--- config.mk ---
export PLATFORM = sky130hd
export DESIGN_NAME = servo_diag_command_handler
export DESIGN_NICKNAME = d
export VERILOG_FILES = /design/src/include/diag_pkg.sv /design/src/logic/hist_mem.sv /design/src/logic/servo_diag_command_handler.sv
export SDC_FILE = /design/constraint.sdc
export NUM_CORES = 2
export LEC_CHECK = 0
export ABC_AREA = 1
export BUFFER_PORTS_ARGS = -buffer_cell sky130_fd_sc_hd__buf_2
export CORE_AREA = 2 2 393 395
export CTS_CLUSTER_DIAMETER = 120
export DETAILED_ROUTE_END_ITERATION = 12
export DIE_AREA = 0 0 395 397
export GPL_ROUTABILITY_DRIVEN = 0
export PLACE_DENSITY_LB_ADDON = 0.05
export SYNTH_ARGS = -nofsm -noshare
export SYNTH_HDL_FRONTEND = slang
export SYNTH_SLANG_ARGS = --single-unit
export TNS_END_PERCENT = 30
--- constraint.sdc ---
create_clock -name sys_clk_i -period 31 [get_ports sys_clk_i]
set_input_delay 4.65 -clock sys_clk_i [delete_from_list [all_inputs] [get_ports sys_clk_i]]
set_output_delay 4.65 -clock sys_clk_i [all_outputs]
set_load 0.02 [all_outputs]
--- src/include/diag_pkg.sv ---
package diag_pkg;
  // Command codes
  localparam logic [7:0] CMD_READ_STAT = 8'h00;
  localparam logic [7:0] CMD_READ_ALARM = 8'h02;
  localparam logic [7:0] CMD_HIST = 8'h33;
  localparam logic [7:0] CMD_SNAP = 8'h35;
  localparam logic [7:0] CMD_ALARM_CTL = 8'h82;
  localparam logic [7:0] CMD_TEST = 8'h8b;
  localparam logic [7:0] CMD_OUT_SET = 8'h92;
  // Data numbers
  localparam logic [7:0] DN_TEST_MODE = 8'h12;
  localparam logic [7:0] DN_ZERO = 8'h00;
  localparam logic [7:0] DN_OUT_PAT = 8'ha0;
  localparam logic [7:0] DN_HIST_CLR = 8'h20;
  localparam logic [7:0] DN_POS_PULSE = 8'h90;
  localparam logic [7:0] DN_POS_CMD = 8'h91;
  localparam logic [7:0] DN_VERSION = 8'h70;
  localparam logic [3:0] DN_HIST_CODE_HI = 4'h1;
  localparam logic [3:0] DN_HIST_TIME_HI = 4'h2;
  localparam logic [7:0] DN_SNAP_A_LO = 8'h80;
  localparam logic [7:0] DN_SNAP_A_HI = 8'h8e;
  localparam logic [7:0] DN_SNAP_B_LO = 8'ha0;
  localparam logic [7:0] DN_SNAP_B_HI = 8'ha9;
  localparam logic [4:0] SNAP_B_BASE = 5'h0f;
  // Values
  localparam logic [31:0] KEYWORD = 32'h0000_1ea5;
  localparam logic [31:0] TEST_SEL_DO = 32'h0000_0004;
  localparam logic [31:0] TEST_CANCEL = 32'h0000_0000;
  localparam logic [15:0] NO_ALARM = 16'h00ff;
  localparam logic [2:0] TMODE_NORMAL = 3'h0;
  localparam logic [2:0] TMODE_DO = 3'h4;
  localparam int DO_PINS = 9;
  localparam int HIST_DEPTH = 16;
  localparam int SNAP_ITEMS = 25;
  // Timing
  localparam int CLK_MHZ = 200;
  localparam int IDLE_LIMIT_MS = 500;
  localparam int IDLE_CYCLES = IDLE_LIMIT_MS * CLK_MHZ * 1000;

  typedef struct packed {
    logic [7:0] cmd;
    logic [7:0] dnum;
    logic [31:0] data;
  } cmd_t;

  typedef struct packed {
    logic [15:0] code;
    logic [15:0] hours;
  } hist_entry_t;
endpackage

--- src/logic/hist_mem.sv ---
`timescale 1ns/10ps
module hist_mem
  import diag_pkg::*;
#(
  parameter int DEPTH = HIST_DEPTH
) (
  input wire logic sys_clk_i,
  input wire logic srst_i,
  input wire logic push_i,
  input wire hist_entry_t push_entry_i,
  input wire logic clear_i,
  input wire logic [3:0] rd_idx_i,
  output hist_entry_t rd_entry_o
);
  hist_entry_t mem_r [DEPTH];
  hist_entry_t rd_r;
  // Shift store: entry 0 newest, last entry oldest; clear wins over push
  genvar g;
  generate
    for (g = 0; g < DEPTH; g++) begin : g_ent
      if (g == 0) begin : g_head
        always_ff @(posedge sys_clk_i) begin
          if (srst_i || clear_i) begin
            mem_r[g] <= '{code: NO_ALARM, hours: 16'h0000};
          end else if (push_i) begin
            mem_r[g] <= push_entry_i;
          end
        end
      end else begin : g_tail
        always_ff @(posedge sys_clk_i) begin
          if (srst_i || clear_i) begin
            mem_r[g] <= '{code: NO_ALARM, hours: 16'h0000};
          end else if (push_i) begin
            mem_r[g] <= mem_r[g-1];
          end
        end
      end
    end
  endgenerate
  // Registered read port
  always_ff @(posedge sys_clk_i) begin
    if (srst_i) begin
      rd_r <= '{code: NO_ALARM, hours: 16'h0000};
    end else begin
      rd_r <= mem_r[rd_idx_i];
    end
  end
  assign rd_entry_o = rd_r;
endmodule

--- src/logic/servo_diag_command_handler.sv ---
`timescale 1ns/10ps
// Functional notes
// Forced mode drives outputs from pattern
// Master disables normal outputs beforehand
// Test command value 0004 enters forced mode
// Pattern bits 0..8 drive pins
// Test command value 0000 cancels test mode
// Sixteen entry history, codes at 10..1F
// Codes four hex digits, 00FF none
// Entry hours read at 20..2F
// Keyword on 82/20 erases history
// Command 02/00 returns active alarm
// Command 35 returns captured status items
// Keyword on 82/00 resets active alarm
// Command 02/90 returns pulse position
// Command 02/91 returns command position
// Command 02/70 returns firmware version
// Link idle in test mode stops motor
// Command 00/12 reports test mode
// Wrong keyword leaves alarms unchanged
module servo_diag_command_handler
  import diag_pkg::*;
#(
  parameter int IDLE_COUNT = IDLE_CYCLES,
  parameter logic [31:0] FW_VERSION = 32'h0000_0001 // Arbitrary value
) (
  input wire logic sys_clk_i,
  input wire logic srst_i,
  input wire logic cmd_valid_i,
  input wire cmd_t cmd_i,
  input wire logic link_activity_i,
  input wire logic alarm_event_i,
  input wire logic [15:0] alarm_code_i,
  input wire logic [15:0] op_hours_i,
  input wire logic [SNAP_ITEMS*32-1:0] status_live_i,
  input wire logic [31:0] pos_pulse_i,
  input wire logic [31:0] pos_cmd_i,
  input wire logic [DO_PINS-1:0] normal_do_i,
  input wire logic alarm_clear_input_i,
  output logic reply_valid_o,
  output logic [31:0] reply_data_o,
  output logic [DO_PINS-1:0] do_pins_o,
  output logic [15:0] active_alarm_o,
  output logic [2:0] test_mode_o,
  output logic motor_stop_o,
  output logic alarm_reset_o
);
  // ****************************************
  // State
  // ****************************************
  typedef enum logic [1:0] {ST_IDLE, ST_HIST_WAIT, ST_HIST_REPLY} phase_t;
  typedef struct packed {
    phase_t phase;
    logic hist_time;
    logic [3:0] hidx;
    logic [2:0] tmode;
    logic [DO_PINS-1:0] pattern;
    logic [15:0] alarm;
    logic [31:0] idle_cnt;
    logic stop;
    logic rvalid;
    logic [31:0] rdata;
    logic areset;
    logic [SNAP_ITEMS*32-1:0] snap;
  } state_t;
  state_t st_r, st_nxt;
  logic hist_clear;
  logic [3:0] hist_idx;
  hist_entry_t hist_rd;
  logic [4:0] snap_idx;
  logic is_kw;

  hist_mem #(.DEPTH(HIST_DEPTH)) hist_mem_inst (
    .sys_clk_i(sys_clk_i),
    .srst_i(srst_i),
    .push_i(alarm_event_i),
    .push_entry_i({alarm_code_i, op_hours_i}),
    .clear_i(hist_clear),
    .rd_idx_i(hist_idx),
    .rd_entry_o(hist_rd)
  );

  // ****************************************
  // Decode helpers
  // ****************************************
  assign is_kw = (cmd_i.data == KEYWORD);
  // Index held through the read wait, the command word is gone by then
  assign hist_idx = (st_r.phase == ST_IDLE) ? cmd_i.dnum[3:0] : st_r.hidx;
  assign hist_clear = cmd_valid_i && cmd_i.cmd == CMD_ALARM_CTL && st_r.phase == ST_IDLE
    && cmd_i.dnum == DN_HIST_CLR && is_kw;
  always_comb begin
    snap_idx = 5'h00;
    if (cmd_i.dnum[7:4] == 4'h8) begin
      snap_idx = {1'b0, cmd_i.dnum[3:0]};
    end else begin
      snap_idx = 5'(SNAP_B_BASE + {1'b0, cmd_i.dnum[3:0]});
    end
  end

  // ****************************************
  // Next state
  // ****************************************
  always_comb begin
    st_nxt = st_r;
    st_nxt.rvalid = 1'b0;
    st_nxt.areset = 1'b0;
    // Idle watchdog while in test mode
    if (link_activity_i || cmd_valid_i || st_r.tmode == TMODE_NORMAL) begin
      st_nxt.idle_cnt = 32'h0000_0000;
    end else if (st_r.idle_cnt < 32'(IDLE_COUNT)) begin
      st_nxt.idle_cnt = st_r.idle_cnt + 32'h0000_0001;
    end else begin
      st_nxt.stop = 1'b1;
    end
    if (st_r.tmode == TMODE_NORMAL) begin
      st_nxt.stop = 1'b0;
    end
    // Alarm capture and status snapshot
    if (alarm_event_i) begin
      st_nxt.alarm = alarm_code_i;
      st_nxt.snap = status_live_i;
    end
    case (st_r.phase)
      ST_IDLE: begin
        if (cmd_valid_i) begin
          case (cmd_i.cmd)
            CMD_TEST: begin
              if (cmd_i.dnum == DN_ZERO && cmd_i.data == TEST_SEL_DO) begin
                st_nxt.tmode = TMODE_DO;
              end else if (cmd_i.dnum == DN_ZERO && cmd_i.data == TEST_CANCEL) begin
                st_nxt.tmode = TMODE_NORMAL;
                st_nxt.pattern = '0;
              end
            end
            CMD_OUT_SET: begin
              if (cmd_i.dnum == DN_OUT_PAT && st_r.tmode == TMODE_DO) begin
                st_nxt.pattern = cmd_i.data[DO_PINS-1:0];
              end
            end
            CMD_READ_STAT: begin
              if (cmd_i.dnum == DN_TEST_MODE) begin
                st_nxt.rvalid = 1'b1;
                st_nxt.rdata = {29'h0, st_r.tmode};
              end
            end
            CMD_READ_ALARM: begin
              st_nxt.rvalid = 1'b1;
              case (cmd_i.dnum)
                DN_ZERO: st_nxt.rdata = {16'h0000, st_r.alarm};
                DN_POS_PULSE: st_nxt.rdata = pos_pulse_i;
                DN_POS_CMD: st_nxt.rdata = pos_cmd_i;
                DN_VERSION: st_nxt.rdata = FW_VERSION;
                default: st_nxt.rvalid = 1'b0;
              endcase
            end
            CMD_HIST: begin
              if (cmd_i.dnum[7:4] == DN_HIST_CODE_HI || cmd_i.dnum[7:4] == DN_HIST_TIME_HI) begin
                st_nxt.hist_time = (cmd_i.dnum[7:4] == DN_HIST_TIME_HI);
                st_nxt.hidx = cmd_i.dnum[3:0];
                st_nxt.phase = ST_HIST_WAIT;
              end
            end
            CMD_SNAP: begin
              if ((cmd_i.dnum >= DN_SNAP_A_LO && cmd_i.dnum <= DN_SNAP_A_HI)
                  || (cmd_i.dnum >= DN_SNAP_B_LO && cmd_i.dnum <= DN_SNAP_B_HI)) begin
                st_nxt.rvalid = 1'b1;
                st_nxt.rdata = st_r.snap[snap_idx*32 +: 32];
              end
            end
            CMD_ALARM_CTL: begin
              if (cmd_i.dnum == DN_ZERO && is_kw && !alarm_event_i) begin
                st_nxt.alarm = NO_ALARM;
                st_nxt.areset = 1'b1;
              end
            end
            default: st_nxt.rvalid = 1'b0;
          endcase
        end
      end
      ST_HIST_WAIT: st_nxt.phase = ST_HIST_REPLY;
      ST_HIST_REPLY: begin
        st_nxt.rvalid = 1'b1;
        st_nxt.rdata = {16'h0000, st_r.hist_time ? hist_rd.hours : hist_rd.code};
        st_nxt.phase = ST_IDLE;
      end
      default: st_nxt.phase = ST_IDLE;
    endcase
    // Hardware reset input clears the active alarm as the reset command does, without its alarm_reset_o pulse
    if (alarm_clear_input_i && !alarm_event_i) begin
      st_nxt.alarm = NO_ALARM;
    end
  end

  // ****************************************
  // Registers
  // ****************************************
  always_ff @(posedge sys_clk_i) begin
    if (srst_i) begin
      st_r <= '{phase: ST_IDLE, hist_time: 1'b0, tmode: TMODE_NORMAL, pattern: '0,
                alarm: NO_ALARM, idle_cnt: 32'h0000_0000, stop: 1'b0, rvalid: 1'b0,
                rdata: 32'h0000_0000, areset: 1'b0, hidx: 4'h0, snap: '0};
    end else begin
      st_r <= st_nxt;
    end
  end

  // Outputs; forced pattern overrides normal drive
  assign do_pins_o = (st_r.tmode == TMODE_DO) ? st_r.pattern : normal_do_i;
  assign reply_valid_o = st_r.rvalid;
  assign reply_data_o = st_r.rdata;
  assign active_alarm_o = st_r.alarm;
  assign test_mode_o = st_r.tmode;
  assign motor_stop_o = st_r.stop;
  assign alarm_reset_o = st_r.areset;
endmodule

# Word-level counts from Yosys, hierarchy flattened
# Memory sizes are Yosys's and may differ from the RTL's. A register that Yosys moved wholly into a read port is not among the register bits.
# Index checks and enable logic that the tools add are counted.
[op_classes]
addsub = 2
n_mul = 0
div = 0
order_cmp = 5
n_eq_ne = 30
shifts = 1
n_mux = 49
bitwise_logic = 21
n_reduce_logical = 37
[ops]
columns = ["cell", "n"]
rows = [
  ["800-bit by 11-bit variable part select with 32-bit output", 1],
  ["32-bit 2-to-1 mux", 16],
  ["32-bit case mux with 4 select lines", 1],
  ["32-bit case mux with 3 select lines", 1],
  ["16-bit 2-to-1 mux", 5],
  ["33-bit 2-to-1 mux", 2],
  ["33-bit case mux with 2 select lines", 1],
  ["8-bit equality test, second input constant", 6],
  ["35-bit 2-to-1 mux", 1],
  ["34-bit 2-to-1 mux", 1],
  ["32-bit by 1-bit adder with 32-bit output, second input constant", 1],
  ["32-bit by 13-bit equality test with 1-bit output, second input constant", 1],
  ["32-bit by 3-bit equality test with 1-bit output, second input constant", 1],
  ["32-bit logical NOT", 1],
  ["32-bit by 27-bit less-than comparator with 1-bit output, second input constant", 1],
  ["9-bit 2-to-1 mux", 3],
  ["8-bit by 6-bit equality test with 1-bit output, second input constant", 3],
  ["9-bit case mux with 2 select lines", 1],
  ["8-bit greater-or-equal comparator, second input constant", 2],
  ["8-bit <= comparator, second input constant", 2],
  ["8-bit logical NOT", 2],
  ["1-bit OR", 16],
  ["7-bit 2-to-1 mux", 2],
  ["1-bit logical AND", 12],
  ["other kinds (34)", 62],
]
[totals]
ff_bits = 902
latchBits = 0
ram_bits = 512
mem_bits_ro = 0
input_bits = 959
output_inout_bits = 63
wordCells = 158
mem_count = 1
[memory_table]
columns = ["memory", "words", "word_bits", "rd", "rd_ports_with_merged_regs", "wr", "line", "rtl"]
rows = [
  ["hist_mem_inst.mem_r", 16, 32, 16, 1, 16, "hist_mem.sv:15", "hist_entry_t mem_r [DEPTH];"],
]

# Logic depth before layout (Yosys ltp)
[depth]
ltp_word = 9
mapped_depth = 18
mapped_depth_nobuf = 16

# Cells and area by module
# Synthesis repeated with hierarchy kept, for this count alone.
[hier_totals]
hier_cells = 9040
area_unflattened_um2 = 67279.5
[modules_own_cells]
columns = ["module", "instances", "cells_each", "area_per_inst_um2", "seq_area_each_um2"]
rows = [
  ["servo_diag_command_handler", 1, 6401, 42147.9, 18017.3],
  ["hist_mem", 1, 2639, 25131.6, 16015.4],
]

# Least setup slack after synthesis
# No wires, ideal clock.
[synth_path]
path_type = "input to register"
startpoint = "in alarm_event_i"
endpoint = "mem hist_mem_inst.mem_r[0][0] (netlist bit) (enable)"
setup_ps = 4930
t_arrival_ps = 17135
required_ps = 26070
slack_ps = 8935
cell_stages = 6
path_buffers = 4
cell_sequence = "clkbuf_1 > inv_2 > clkbuf_1 > clkbuf_1 > clkbuf_1 > nand3_1"
[synth_rtl]
columns = ["element", "line", "rtl"]
rows = [
  ["start: declaration", "servo_diag_command_handler.sv:32", "input wire logic alarm_event_i,"],
  ["end: declaration", "hist_mem.sv:15", ""],
]

# Worst setup path after layout
[layout_path]
startpoint = "in normal_do_i[0]"
endpoint = "out do_pins_o[0]"
[layout_between]
elab_chain_len = 1
[layout_rtl]
columns = ["element", "line", "rtl"]
rows = [
  ["start: declaration", "servo_diag_command_handler.sv:38", "input wire logic [DO_PINS-1:0] normal_do_i,"],
  ["9-bit 2-to-1 mux", "servo_diag_command_handler.sv:208", "assign do_pins_o = (st_r.tmode == TMODE_DO) ? st_r.pattern : normal_do_i;"],
  ["end: declaration", "servo_diag_command_handler.sv:42", "output logic [DO_PINS-1:0] do_pins_o,"],
]
# No other way between the ends.

==> results list <==
- The synthesized design contains 1444 register bits.
* Leakage power summed over all cells: approximately 32 nW
- The first detailed-routing pass ran for 6 iterations.
- Setup slack on the worst flop-to-flop path: 25860 ps
* Largest fanout on the critical path: 1
* Setup repair after global routing missed its margin: no
* Clock tree from TritonCTS: done
- Final critical-path required period: 9840 ps
- The flow ran to the end, and the final reports show no timing, DRC or antenna violations.
- Nets: 10200
* Cells after Synth: ~8700
* Met2 Resource Use GR: 0.554
- Met3 track demand over resource: 0.0808
- Transition time at the pin with the least slew margin: 1320 ps
- Placeable core region: 153000 um^2
- Initial Utilization: 0.432
* Number of global-route vias before repair: 60400
* Highest clock frequency the design can meet: about 0.1 GHz
- Most used routing layer in global routing: met2
- Final global-route overflow total: 0
- Power per cell area: 61.1 nW/um^2
- Summed over all nets, the switching power comes to 1.33 mW.
- Worst setup path category: in2out
* Horizontal die dimension: 395 um
- DP HPWL: 213 mm
- Counting along the longest clock path gives a buffer depth of 3.
- After synthesis, the mean cell area works out to 7.62 um^2.
* Slowest-stage cell, CP: buf_2
- Clock tree synthesis selected as its root buffer the cell clkbuf_16.
- Area taken by multi-input logic gates: 27000 um^2
- In the global route stage, overall resource usage came out at 0.371.
* Count of pins on the block boundary: 1022
- After synthesis, the share of flip-flops with an asynchronous set or reset is 0.
- The number of gates resized after CTS was 0.
* Wire length reported by the detailed router: 303 mm
- By area the synthesized netlist is led by dfxtp_1 (28%), edfxtp_1 (23%), nor2_1 (13%).
- Number of DRC markers after the initial detailed-route iteration: between 8000 and 9000
- Number of maximum-capacitance constraint violations: 0
* Period Utilization, post-route: 0.317
- Number of slew-limit violations in the final report: 0
* Port bufs: 1019
* WP data required: 26350 ps
- After routing, the total negative slack on setup checks comes to 0 ps.
- YS warnings: 0
* Area growth from synthesis to layout: 16.2%
- The synthesized netlist occupies a cell area of ~66000 um^2.
- Hold repair after CTS inserted 0 buffers.
- Share of post-route cells with drive strength above 1: 0.158
- The worst setup path is captured at a primary output.
* Part of the Yosys area used for sequential elements: 0.515
- Number of buffers inserted during clock tree synthesis: 159
- Slew HR: 0.119
- The critical path goes through buf_2 > nand2_1 > nand2_1 > buf_2.
- Maximum number of pins on one net before global-route repair: 288
- After detailed routing, the average wire length per cell comes to 26.5 um.
- Part of the total power dissipated in the clock network: 0.412
- Commonest cells post-synth: nor2_1 (2276), o21ai_0 (1100), nand3_1 (1035)
* Peak supply drop: 0.0561 mV
- Yosys mapped a number of flops with a built-in enable equal to 512.
- Slowest stage delay, CP: 180 ps
- In the synthesized netlist the dominant register cell turns out to be dfxtp_1.
- Power share of the combinational group: 0.131
- Of the total power, registers draw 0.457.
- The die covers ~160000 um^2.
- Post-CTS setup buffers: 0
- The floorplan has approximately 140 rows.
* Total count of hold-check failures in the final report: 0
- Across the routed clock network, the largest skew measured is roughly 23 ps.
* Met1 Track Usage GR: 0.487
- Most common cell in the synthesized netlist: nor2_1
- Of the post-synthesis cell area, the dominant cell type holds 0.282.
- The die is slightly below 400 um tall.
* Via count: 65700
- The first global-routing pass estimated 428 mm of wire.
- WP data arrival: just over 5000 ps
- The design draws 4.69 mW.
- Area leader, netlist: dfxtp_1
- Clock-pin slew was measured on the worst setup and hold paths at 50 ps.
- Final-report setup violation count: 0
* Number of filler instances in the final layout: 15500
- Worst hold path type: reg2reg
- Counting distinct cell types in the post-synthesis netlist gives 50.
- For the worst-skew pair, the clock arrives at the later sink with an insertion delay of between 700 and 800 ps.
- Cell internal power was estimated by the tool at 3.36 mW.
* Switching fraction of total power: 0.284
- The H-tree was split into 4 levels.
- Storage cell area: 34000 um^2
- The number of antenna violations at the first check in global routing was 70.
- Number of DRC violations after detailed routing: 0
* Ratio of routed vias to standard cells: 5.75
- The tree built by TritonCTS fans out to roughly 1400 sinks.
- STA classifies the critical path startpoint as an input pin.
* Number of nets with antenna violations after routing: 0
[power by group through the flow]
stage	clock, mW	sequential (mW)	combinational, mW
global placement	0	2.18	0.595
floorplan	0	2.17	0.336
finish	1.93	2.14	0.613
global route	2.03	2.15	0.654
detailed placement	0	2.18	0.595
CTS	1.95	2.14	0.599
[worst max-delay path, delay by kind of cell]
family        cells  cell delay [ps]
buf+inv           2              330
simple gates      2              210
[cells by family (layout without fill, tap and decap cells)]
kind of cell,after synthesis,count (layout),share of synthesized area
AOI/OAI and AO/OA,1511,1511,0.125
DFF,1444,1444,0.515
adders and majority gates,4,4,0.000757
other,1,36,0.0000567
xor gates and xnor gates,17,17,0.00225
and+or+nand+nor,4446,4446,0.278
buffers and inverters,1260,1934,0.0790
[layer usage]
metal	share of wire	vias to the layer above	wire length, um
met5	0.00083	-	252
met4	0.073	42	22100
met1	0.40	31800	121000
li1	-	29700	-
met2	0.44	3484	133000
met3	0.091	762	27700
[registers in the layout (all words and copies together) (netlist names)]
signal                    flops
alarm_reset_o                 1
hist_mem_inst.rd_entry_o     32
reply_data_o                 32
active_alarm_o               16
motor_stop_o                  1
reply_valid_o                 1
hist_mem_inst.mem_r         512
test_mode_o                   1
st_r                        848
[worst paths after layout]
check,from,endpoint,cells after the start
min,st_r[863]$_SDFFE_PP0N_,st_r[863]$_SDFFE_PP0N_,2
max reg2reg,st_r[901]$_SDFFE_PP0P_,hist_mem_inst.mem_r[6][4]$_SDFFCE_PN0P_,11
min reg2reg,st_r[863]$_SDFFE_PP0N_,st_r[863]$_SDFFE_PP0N_,2
max,normal_do_i[0],do_pins_o[0],4
[through the flow]
| stage | hold WS [ps] | cells | worst slack [ps] | cell area [um^2] | util |
|---|---|---|---|---|---|
| after detailed placement | 418 | 11100 | 21140 | 71500 | 0.467 |
| after global routing | 451 | 11400 | 21140 | 76800 | 0.502 |
| after floorplan | 408 | 8684 | 8930 | 66100 | - |
| final | 427 | 11400 | 21160 | 76800 | 0.502 |
| after CTS | 427 | 11400 | 21140 | 76700 | 0.502 |
| after global placement | 415 | 11100 | 21150 | 71500 | 0.467 |
[layout make-up]
| cell class | count | area share |
|---|---|---|
| Clock inverter | 43 | 0.00596 |
| Antenna cell | 34 | 0.00111 |
| Timing Repair Buffer | 1100 | 0.0759 |
| Sequential cell | 1444 | 0.443 |
| Inverter | 541 | 0.0269 |
| Clock buffer | 250 | 0.0621 |
| Tap cell | 2044 | 0.0333 |
| Multi-Input combinational cell | 5980 | 0.352 |
[cells in the final DEF (no fill, tap or decap), types with 15 or more instances in the layout]
cell type / instances
buf_4: 73
o21ai_0: 1097
dfxtp_1: 932
nand3_1: 1033
clkbuf_8: 32
or2_2: 89
nand2_1: 973
a21oi_1: 205
a22o_1: 16
o221ai_1: 88
clkbuf_1: 53
nor2_1: 2276
o211ai_1: 23
diode_2: 34
edfxtp_1: 512
nor3_1: 17
clkinv_2: 15
buf_2: 1017
nand4_1: 17
clkbuf_16: 165
o311ai_0: 38
inv_1: 525
Note: power is estimated with default switching activity, not from simulation.
